<file path="src/inc/tc8_cfg.svh">
`ifndef TC8_CFG_SVH
`define TC8_CFG_SVH

// Counter extremes
`define TC8_BOTTOM 8'h00
`define TC8_MAX 8'hFF

// Reset values
`define TC8_CNT_RST 8'h00
`define TC8_CMP_RST 8'h00

// Clock source select codes
`define TC8_CS_STOP 3'h0
`define TC8_CS_DIV1 3'h1
`define TC8_CS_DIV8 3'h2
`define TC8_CS_DIV64 3'h3
`define TC8_CS_DIV256 3'h4
`define TC8_CS_DIV1024 3'h5
`define TC8_CS_EXT_FALL 3'h6
`define TC8_CS_EXT_RISE 3'h7

// Prescaler tap widths (divide by two to the power given)
`define TC8_PRE_W 10
`define TC8_SH_DIV8 3
`define TC8_SH_DIV64 6
`define TC8_SH_DIV256 8
`define TC8_SH_DIV1024 10

// Compare output action codes
`define TC8_ACT_NONE 2'h0
`define TC8_ACT_TOGGLE 2'h1
`define TC8_ACT_CLEAR 2'h2
`define TC8_ACT_SET 2'h3

`endif

</file>
<file path="src/inc/tc8_pkg.sv">
package tc8_pkg;

  // Wave modes in select-field order
  typedef enum logic [1:0] {
    TC8_NORMAL,
    TC8_PWM_PHASE,
    TC8_CLEAR_ON_MATCH,
    TC8_PWM_FAST
  } tc8_mode_t;

  // Tick generator state
  typedef struct packed {
    logic [9:0] pre;
    logic [2:0] sync;
    logic lvl;
    logic tick;
  } tc8_tick_st_t;

  // Timer core state
  typedef struct packed {
    logic [7:0] cnt;
    logic [7:0] ocr;
    logic [7:0] ocr_buf;
    logic down;
    logic blk;
    logic ovf_f;
    logic cmp_f;
    logic oc;
    logic ovf_irq;
    logic cmp_irq;
  } tc8_st_t;

endpackage

</file>
<file path="src/logic/tc8_tick.sv">
`timescale 1ns/100ps
`include "tc8_cfg.svh"

module tc8_tick #(
  parameter int PRE_W = `TC8_PRE_W
) (
  input wire logic clk,
  input wire logic rstn,
  input wire logic [2:0] clock_source_select,
  input wire logic ext_count_pin,
  output logic timer_tick
);

  tc8_pkg::tc8_tick_st_t st_q;
  tc8_pkg::tc8_tick_st_t st_d;
  logic ext_rise;
  logic ext_fall;

  // Prescaler tap is due when its low bits are all ones
  function automatic logic tap(input logic [9:0] pre, input int sh);
    logic r;
    r = 1'b1;
    for (int i = 0; i < 10; i++) begin
      if (i < sh && !pre[i]) begin
        r = 1'b0;
      end
    end
    return r;
  endfunction

  always_comb begin
    st_d = st_q;
    st_d.pre = st_q.pre + 10'h001;
    st_d.sync = {st_q.sync[1:0], ext_count_pin};
    ext_rise = 1'b0;
    ext_fall = 1'b0;
    // A pin change counts once two later stages agree
    if (st_q.sync[1] == st_q.sync[2] && st_q.sync[2] != st_q.lvl) begin
      st_d.lvl = st_q.sync[2];
      ext_rise = st_q.sync[2];
      ext_fall = !st_q.sync[2];
    end
    case (clock_source_select)
      `TC8_CS_STOP: st_d.tick = 1'b0;
      `TC8_CS_DIV1: st_d.tick = 1'b1;
      `TC8_CS_DIV8: st_d.tick = tap(st_q.pre, `TC8_SH_DIV8);
      `TC8_CS_DIV64: st_d.tick = tap(st_q.pre, `TC8_SH_DIV64);
      `TC8_CS_DIV256: st_d.tick = tap(st_q.pre, `TC8_SH_DIV256);
      `TC8_CS_DIV1024: st_d.tick = tap(st_q.pre, `TC8_SH_DIV1024);
      `TC8_CS_EXT_FALL: st_d.tick = ext_fall;
      `TC8_CS_EXT_RISE: st_d.tick = ext_rise;
      default: st_d.tick = 1'b0;
    endcase
  end

  always_ff @(posedge clk or negedge rstn) begin
    if (!rstn) begin
      st_q <= '0;
    end else begin
      st_q <= st_d;
    end
  end

  assign timer_tick = st_q.tick;

endmodule

</file>
<file path="src/logic/tc8_timer.sv">
// Notes on behaviour
// - Counter and compare value are 8-bit, software readable and writable.
// - Counter 0x00 is bottom, 0xFF is maximum.
// - Top is 0xFF or the compare value, chosen by mode.
// - Tick comes from prescaler or external pin; select 0 stops counting.
// - Each tick clears, increments or decrements the counter per mode.
// - Software may access the counter at any time.
// - Software counter write beats clear or count.
// - Two wave mode bits pick the counting sequence.
// - Overflow flag set at the mode's point and can request interrupt.
// - Counter and compare value compared continuously; equality is a match.
// - Compare flag sets on the tick following the match.
// - Compare interrupt needs its enable and the global flag; sources masked apart.
// - Compare flag clears on service or software write of one.
// - Output formed from match, mode, action bits, max and bottom.
// - PWM modes write compare value to a buffer, others directly.
// - Buffered compare value copied only at top or bottom.
// - Force strobe in non-PWM modes acts on output only.
// - Counter write blocks a match in the next tick cycle.
// - Output state kept across mode changes.
// - Action bits take effect immediately, not buffered.
// - Normal mode counts up, wraps at 0xFF, flags overflow at zero.
// - Clear-on-match mode clears counter on match; compare value is top.
// - Action 0 leaves output unchanged on match in all modes.
// - Reset clears the output state to 0.
`timescale 1ns/100ps
`include "tc8_cfg.svh"

module tc8_timer (
  input wire logic clk,
  input wire logic rstn,
  input wire logic ext_count_pin,
  input wire logic [2:0] clock_source_select,
  input wire logic [1:0] wave_mode_select,
  input wire logic [1:0] compare_output_action,
  input wire logic cnt_wr,
  input wire logic [7:0] cnt_wr_data,
  input wire logic cmp_wr,
  input wire logic [7:0] cmp_wr_data,
  input wire logic force_compare_strobe,
  input wire logic ovf_flag_clr,
  input wire logic cmp_flag_clr,
  input wire logic ovf_irq_ack,
  input wire logic cmp_irq_ack,
  input wire logic ovf_irq_enable,
  input wire logic compare_irq_enable,
  input wire logic global_irq_enable,
  output logic [7:0] counter_value,
  output logic [7:0] compare_value,
  output logic overflow_flag,
  output logic compare_flag,
  output logic ovf_irq_req,
  output logic cmp_irq_req,
  output logic compare_output
);

  tc8_pkg::tc8_st_t st_q;
  tc8_pkg::tc8_st_t st_d;
  tc8_pkg::tc8_mode_t mode;
  logic timer_tick;
  logic is_pwm;
  logic at_max;
  logic at_bottom;
  logic match_raw;
  logic match;
  logic top_hit;

  tc8_tick u_tick (
    .clk(clk),
    .rstn(rstn),
    .clock_source_select(clock_source_select),
    .ext_count_pin(ext_count_pin),
    .timer_tick(timer_tick)
  );

  // Output state after a non-PWM compare event
  function automatic logic act_non_pwm(input logic [1:0] act, input logic oc);
    logic r;
    r = oc;
    case (act)
      `TC8_ACT_TOGGLE: r = !oc;
      `TC8_ACT_CLEAR: r = 1'b0;
      `TC8_ACT_SET: r = 1'b1;
      default: r = oc;
    endcase
    return r;
  endfunction

  // Output level for PWM, inverted by action code set
  function automatic logic pwm_level(input logic [1:0] act, input logic lvl, input logic oc);
    logic r;
    r = oc;
    if (act == `TC8_ACT_CLEAR) begin
      r = lvl;
    end else if (act == `TC8_ACT_SET) begin
      r = !lvl;
    end
    return r;
  endfunction

  assign mode = tc8_pkg::tc8_mode_t'(wave_mode_select);
  assign is_pwm = (mode == tc8_pkg::TC8_PWM_PHASE) || (mode == tc8_pkg::TC8_PWM_FAST);
  assign at_max = (st_q.cnt == `TC8_MAX);
  assign at_bottom = (st_q.cnt == `TC8_BOTTOM);
  assign match_raw = (st_q.cnt == st_q.ocr);
  assign match = match_raw && !st_q.blk;
  // top is compare value or maximum
  assign top_hit = (mode == tc8_pkg::TC8_CLEAR_ON_MATCH) ? match : at_max;

  always_comb begin
    st_d = st_q;
    // Overflow event only, merged with the held flag below
    st_d.ovf_f = 1'b0;
    if (timer_tick) begin
      // block pending ends after a tick
      st_d.blk = 1'b0;
      case (mode)
        tc8_pkg::TC8_NORMAL: begin
          st_d.cnt = st_q.cnt + 8'h01;
          if (at_max) begin
            st_d.ovf_f = 1'b1;
          end
        end
        tc8_pkg::TC8_CLEAR_ON_MATCH: begin
          if (top_hit) begin
            st_d.cnt = `TC8_BOTTOM;
          end else begin
            st_d.cnt = st_q.cnt + 8'h01;
          end
          if (at_max) begin
            st_d.ovf_f = 1'b1;
          end
        end
        tc8_pkg::TC8_PWM_FAST: begin
          st_d.cnt = st_q.cnt + 8'h01;
          if (top_hit) begin
            st_d.ovf_f = 1'b1;
            st_d.ocr = st_q.ocr_buf;
            st_d.oc = pwm_level(compare_output_action, 1'b1, st_q.oc);
          end
        end
        tc8_pkg::TC8_PWM_PHASE: begin
          if (at_max) begin
            st_d.down = 1'b1;
            st_d.cnt = st_q.cnt - 8'h01;
            st_d.ocr = st_q.ocr_buf;
          end else if (at_bottom && st_q.down) begin
            st_d.down = 1'b0;
            st_d.cnt = st_q.cnt + 8'h01;
            st_d.ovf_f = 1'b1;
          end else if (st_q.down) begin
            st_d.cnt = st_q.cnt - 8'h01;
          end else begin
            st_d.cnt = st_q.cnt + 8'h01;
          end
        end
        default: st_d.cnt = st_q.cnt;
      endcase
      if (match) begin
        // flag on the tick after match
        st_d.cmp_f = 1'b1;
        if (!is_pwm) begin
          st_d.oc = act_non_pwm(compare_output_action, st_q.oc);
        end else if (mode == tc8_pkg::TC8_PWM_FAST) begin
          if (!at_max) begin
            st_d.oc = pwm_level(compare_output_action, 1'b0, st_q.oc);
          end
        end else begin
          st_d.oc = pwm_level(compare_output_action, st_q.down, st_q.oc);
        end
      end
    end
    if (force_compare_strobe && !is_pwm) begin
      st_d.oc = act_non_pwm(compare_output_action, st_q.oc);
    end
    if (cmp_wr) begin
      st_d.ocr_buf = cmp_wr_data;
      if (!is_pwm) begin
        st_d.ocr = cmp_wr_data;
      end
    end
    if (cnt_wr) begin
      st_d.cnt = cnt_wr_data;
      st_d.blk = 1'b1;
    end
    if ((cmp_flag_clr || cmp_irq_ack) && !(timer_tick && match)) begin
      st_d.cmp_f = 1'b0;
    end
    st_d.ovf_f = st_d.ovf_f || (st_q.ovf_f && !(ovf_flag_clr || ovf_irq_ack));
    st_d.cmp_irq = st_d.cmp_f && compare_irq_enable && global_irq_enable;
    st_d.ovf_irq = st_d.ovf_f && ovf_irq_enable && global_irq_enable;
  end

  always_ff @(posedge clk or negedge rstn) begin
    if (!rstn) begin
      st_q <= '0;
      st_q.cnt <= `TC8_CNT_RST;
      st_q.ocr <= `TC8_CMP_RST;
      st_q.ocr_buf <= `TC8_CMP_RST;
    end else begin
      st_q <= st_d;
    end
  end

  assign counter_value = st_q.cnt;
  assign compare_value = st_q.ocr;
  assign overflow_flag = st_q.ovf_f;
  assign compare_flag = st_q.cmp_f;
  assign ovf_irq_req = st_q.ovf_irq;
  assign cmp_irq_req = st_q.cmp_irq;
  assign compare_output = st_q.oc;
endmodule

</file>
<file path="config.mk">
export PLATFORM = sky130hd
export DESIGN_NAME = tc8_timer
export DESIGN_NICKNAME = d
export VERILOG_FILES = /design/src/inc/tc8_pkg.sv /design/src/logic/tc8_tick.sv /design/src/logic/tc8_timer.sv
export VERILOG_INCLUDE_DIRS = /design/src /design/src/inc
export SDC_FILE = /design/constraint.sdc
export NUM_CORES = 1
export LEC_CHECK = 0
export ABC_AREA = 0
export BUFFER_PORTS_ARGS = -buffer_cell sky130_fd_sc_hd__buf_2
export CAP_MARGIN = 20
export CORE_MARGIN = 5
export CORE_UTILIZATION = 50
export CTS_BUF_LIST = sky130_fd_sc_hd__clkbuf_4 sky130_fd_sc_hd__clkbuf_8
export CTS_CLUSTER_SIZE = 24
export DETAILED_ROUTE_END_ITERATION = 10
export PLACE_DENSITY = 0.79
export SLEW_MARGIN = 5
export SYNTH_ARGS = -nofsm -noshare
export SYNTH_HDL_FRONTEND = slang
export SYNTH_SLANG_ARGS = --single-unit
</file>
<file path="constraint.sdc">
create_clock -name clk -period 3.33 [get_ports clk]
set_input_delay 0.666 -clock clk [delete_from_list [all_inputs] [get_ports clk]]
set_output_delay 0.666 -clock clk [all_outputs]
set_load 0.02 [all_outputs]
</file>
==> impl_metrics.tcl <==
set metrics [dict create \
    worst_pin_slew_ns 0.6239 \
    die_h_um 86.25 \
    synthFlopType "dfrtp_1" \
    drive_gt1_share_pct 24.05 \
    arrival_ns 2.83 \
    required_ns 3.51 \
    antenna_found_initial 0 \
    cap_violations 0 \
    final_common_cell "buf_2" \
    finalNonFillerCells 413 \
    cts_sinks 46 \
    post_cts_buffers 0 \
    grt_pass1_wl_um 11340 \
    clk_pin_slew_worst_paths_ns 0.09 \
    synth_seq_cells 46 \
    synth_top_area_cell "dfrtp_1" \
    ctsResizeCount 0 \
    slew_headroom_pct 58.41 \
    placedCellCount 404 \
    hpwl_um 5017 \
    core_um2 5574 \
    clockBufferDepth 2 \
    numCtsBuffers 5 \
    drt-initial-drc-count 186 \
    grt_max_degree 47 \
    htree_levels 2 \
    cp-end-kind "flop" \
    yosysUniqueCellTypes 59 \
    worst_skew_pair.late_latency_ns 0.30 \
    port_buffers 56 \
    place.gp.congestion 0.9128 \
    vdd_drop_max_mv 0.2162 \
    p_leak_nw 1.446 \
    syn2layout_area_growth_pct 10.85 \
    postSynth.asyncResetShare_pct 100.0 \
    fin_crit_sh_pct 79.37 \
    setup-tns-final_ns 0 \
    fin_worst_skew_ns 0.006448 \
    power.density_nw_per_um2 472.5 \
    die_x_um 86.25 \
    antennaDiodeCount 0 \
    via_count 2446 \
    first_global_vias 2473 \
    final_area_um2 3222 \
    cts-root-buf "clkbuf_8" \
    clock.fmax_mhz 378.3 \
    syn_nets 352 \
    syn_area_um2 2907 \
    rows 27 \
    grt.overflow.total 0 \
    drc_errors 0 \
    drt_wl_total_um 6810 \
    setup_viol 0 \
    period_needed_ns 2.643 \
    placed_area_um2 3089 \
    ioPinCount 57 \
    grt_usage_pct 18.85 \
    synth-seq-area-share_pct 39.60 \
    drtAntennaViolNets 0 \
    synth_edf_count 0 \
    viasPerCell 5.923 \
    path_class "flop to flop" \
    cts_tree "yes" \
    layout_common_cells "56 x buf_2, 46 x dfrtp_1, 31 x nor2_1" \
    outcome "completed" \
    nNetsFinal 385 \
    start_kind "flop" \
    syn_inst 307 \
    die-area_um2 7438 \
    cp_max_fo 12 \
    ys_warn_count 0 \
    wl_per_cell_um 16.49 \
    rsz0062_at_grt "false" \
    slew_viol_final 0 \
    final_hold_viol_count 0 \
    syn_area_per_cell_um2 9.468 \
    n_fill_cell 505 \
    synth_top_area_share_pct 39.60 \
    synth_area_leaders "dfrtp_1 40%, xnor2_1 4.2%, buf_4 4.1%" \
    holdCritPathClass "primary input to asynchronous set/reset pin" \
    drt_pass1_iterations 4 \
    hold_buffers 0 \
    start_util_pct 52.14 \
]
-- registers in the layout (all words and copies together), names as in the netlist --
register and cells:
u_tick.st_d 2, compare_flag 1, u_tick.st_q 12, cmp_irq_req 1, ovf_irq_req 1, compare_output 1
compare_value 8, u_tick.timer_tick 1, overflow_flag 1, counter_value 8, st_q 10
-- synthesized netlist by cell type (3+ instances only) --
cell type   n
clkbuf_1    9
xor2_1      4
nand4_1     4
and3_1      6
nand3_1    14
mux2_2      8
a31oi_1     7
a21o_1      3
nor2_1     31
o21ai_0     6
a21oi_1    11
nor3_1      7
buf_2       3
xnor2_1    14
a22oi_1     3
nor2b_1     3
o31ai_1     3
nand2_1    15
ha_1        9
o21ai_1     5
or3_1       5
dfrtp_1    46
o22ai_1     3
inv_1      10
a221o_1     9
nand2b_1    6
buf_4      16
mux2i_1     8
-- critical path, cell delays in order, from the launching register on --
cell and delay [ns]:
dfrtp_1 0.57, ha_1 0.28, nand3_1 0.15, or3_1 0.53
nor2_1 0.18, a21o_2 0.18, o221ai_2 0.22, a221o_1 0.42
-- logic make-up after synthesis --
family | share of synthesized area [%]
and+or+nand+nor | 17.99
AOI/OAI and AO/OA | 19.16
adders and majority gates | 4.219
muxes | 5.855
xor gates and xnor gates | 5.424
DFF | 39.60
buffers and inverters | 7.749
-- layer usage --
| layer | global-route usage (%) | vias up | share of wire, % |
|---|---|---|---|
| met4 | 5.949 | 0 | 1.4 |
| met3 | 4.373 | 10 | 7.6 |
| met5 | 0 | - | 0 |
| met1 | 24.64 | 1161 | 42 |
| met2 | 31.04 | 92 | 49 |
| li1 | - | 1183 | - |
-- final timing paths --
kind                            cells after the start               end              from  slack (ns)
worst max register to register                      7  compare_value[2]  counter_value[0]        0.69
min in group clk                                    0    u_tick.st_d[4]    u_tick.st_d[3]        0.36
worst min-delay path                                1  counter_value[0]              rstn        0.32
worst max-delay path                                7  compare_value[2]  counter_value[0]        0.69
worst min register to register                      0    u_tick.st_d[4]    u_tick.st_d[3]        0.36
max in group asynchronous                           2    u_tick.st_q[4]              rstn        2.50
-- per-stage QoR --
stage                     setup slack, ns  hold WS (ns)  total power [W]  util, %
after CTS                          0.7178        0.3604         0.001536    57.44
final                              0.6869        0.3189         0.001522    57.80
after global placement             0.8178        0.3317         0.001098    55.42
after detailed placement           0.6945        0.3404         0.001111    55.42
after floorplan                     1.008        0.3312         0.001032        -
after global routing               0.5043        0.3473         0.001613    57.80
-- where the power goes --
part | internal [W] | switching [W]
combinational | 0.000171 | 0.000220
sequential | 0.000613 | 0.0000980
clock | 0.000225 | 0.000195
total | 0.00101 | 0.000513
-- final cells by class --
type                            instances  area [um^2]  area share [%]
Clock buffer                            5        68.82           2.136
Timing Repair Buffer                   57        300.3           9.320
Sequential cell                        46         1151           35.73
Multi-Input combinational cell        220         1530           47.50
Inverter                               10        37.54           1.165
Clock inverter                          3        43.79           1.359
Tap cell                               72        90.09           2.796
Note: power is estimated with default switching activity, not from simulation.
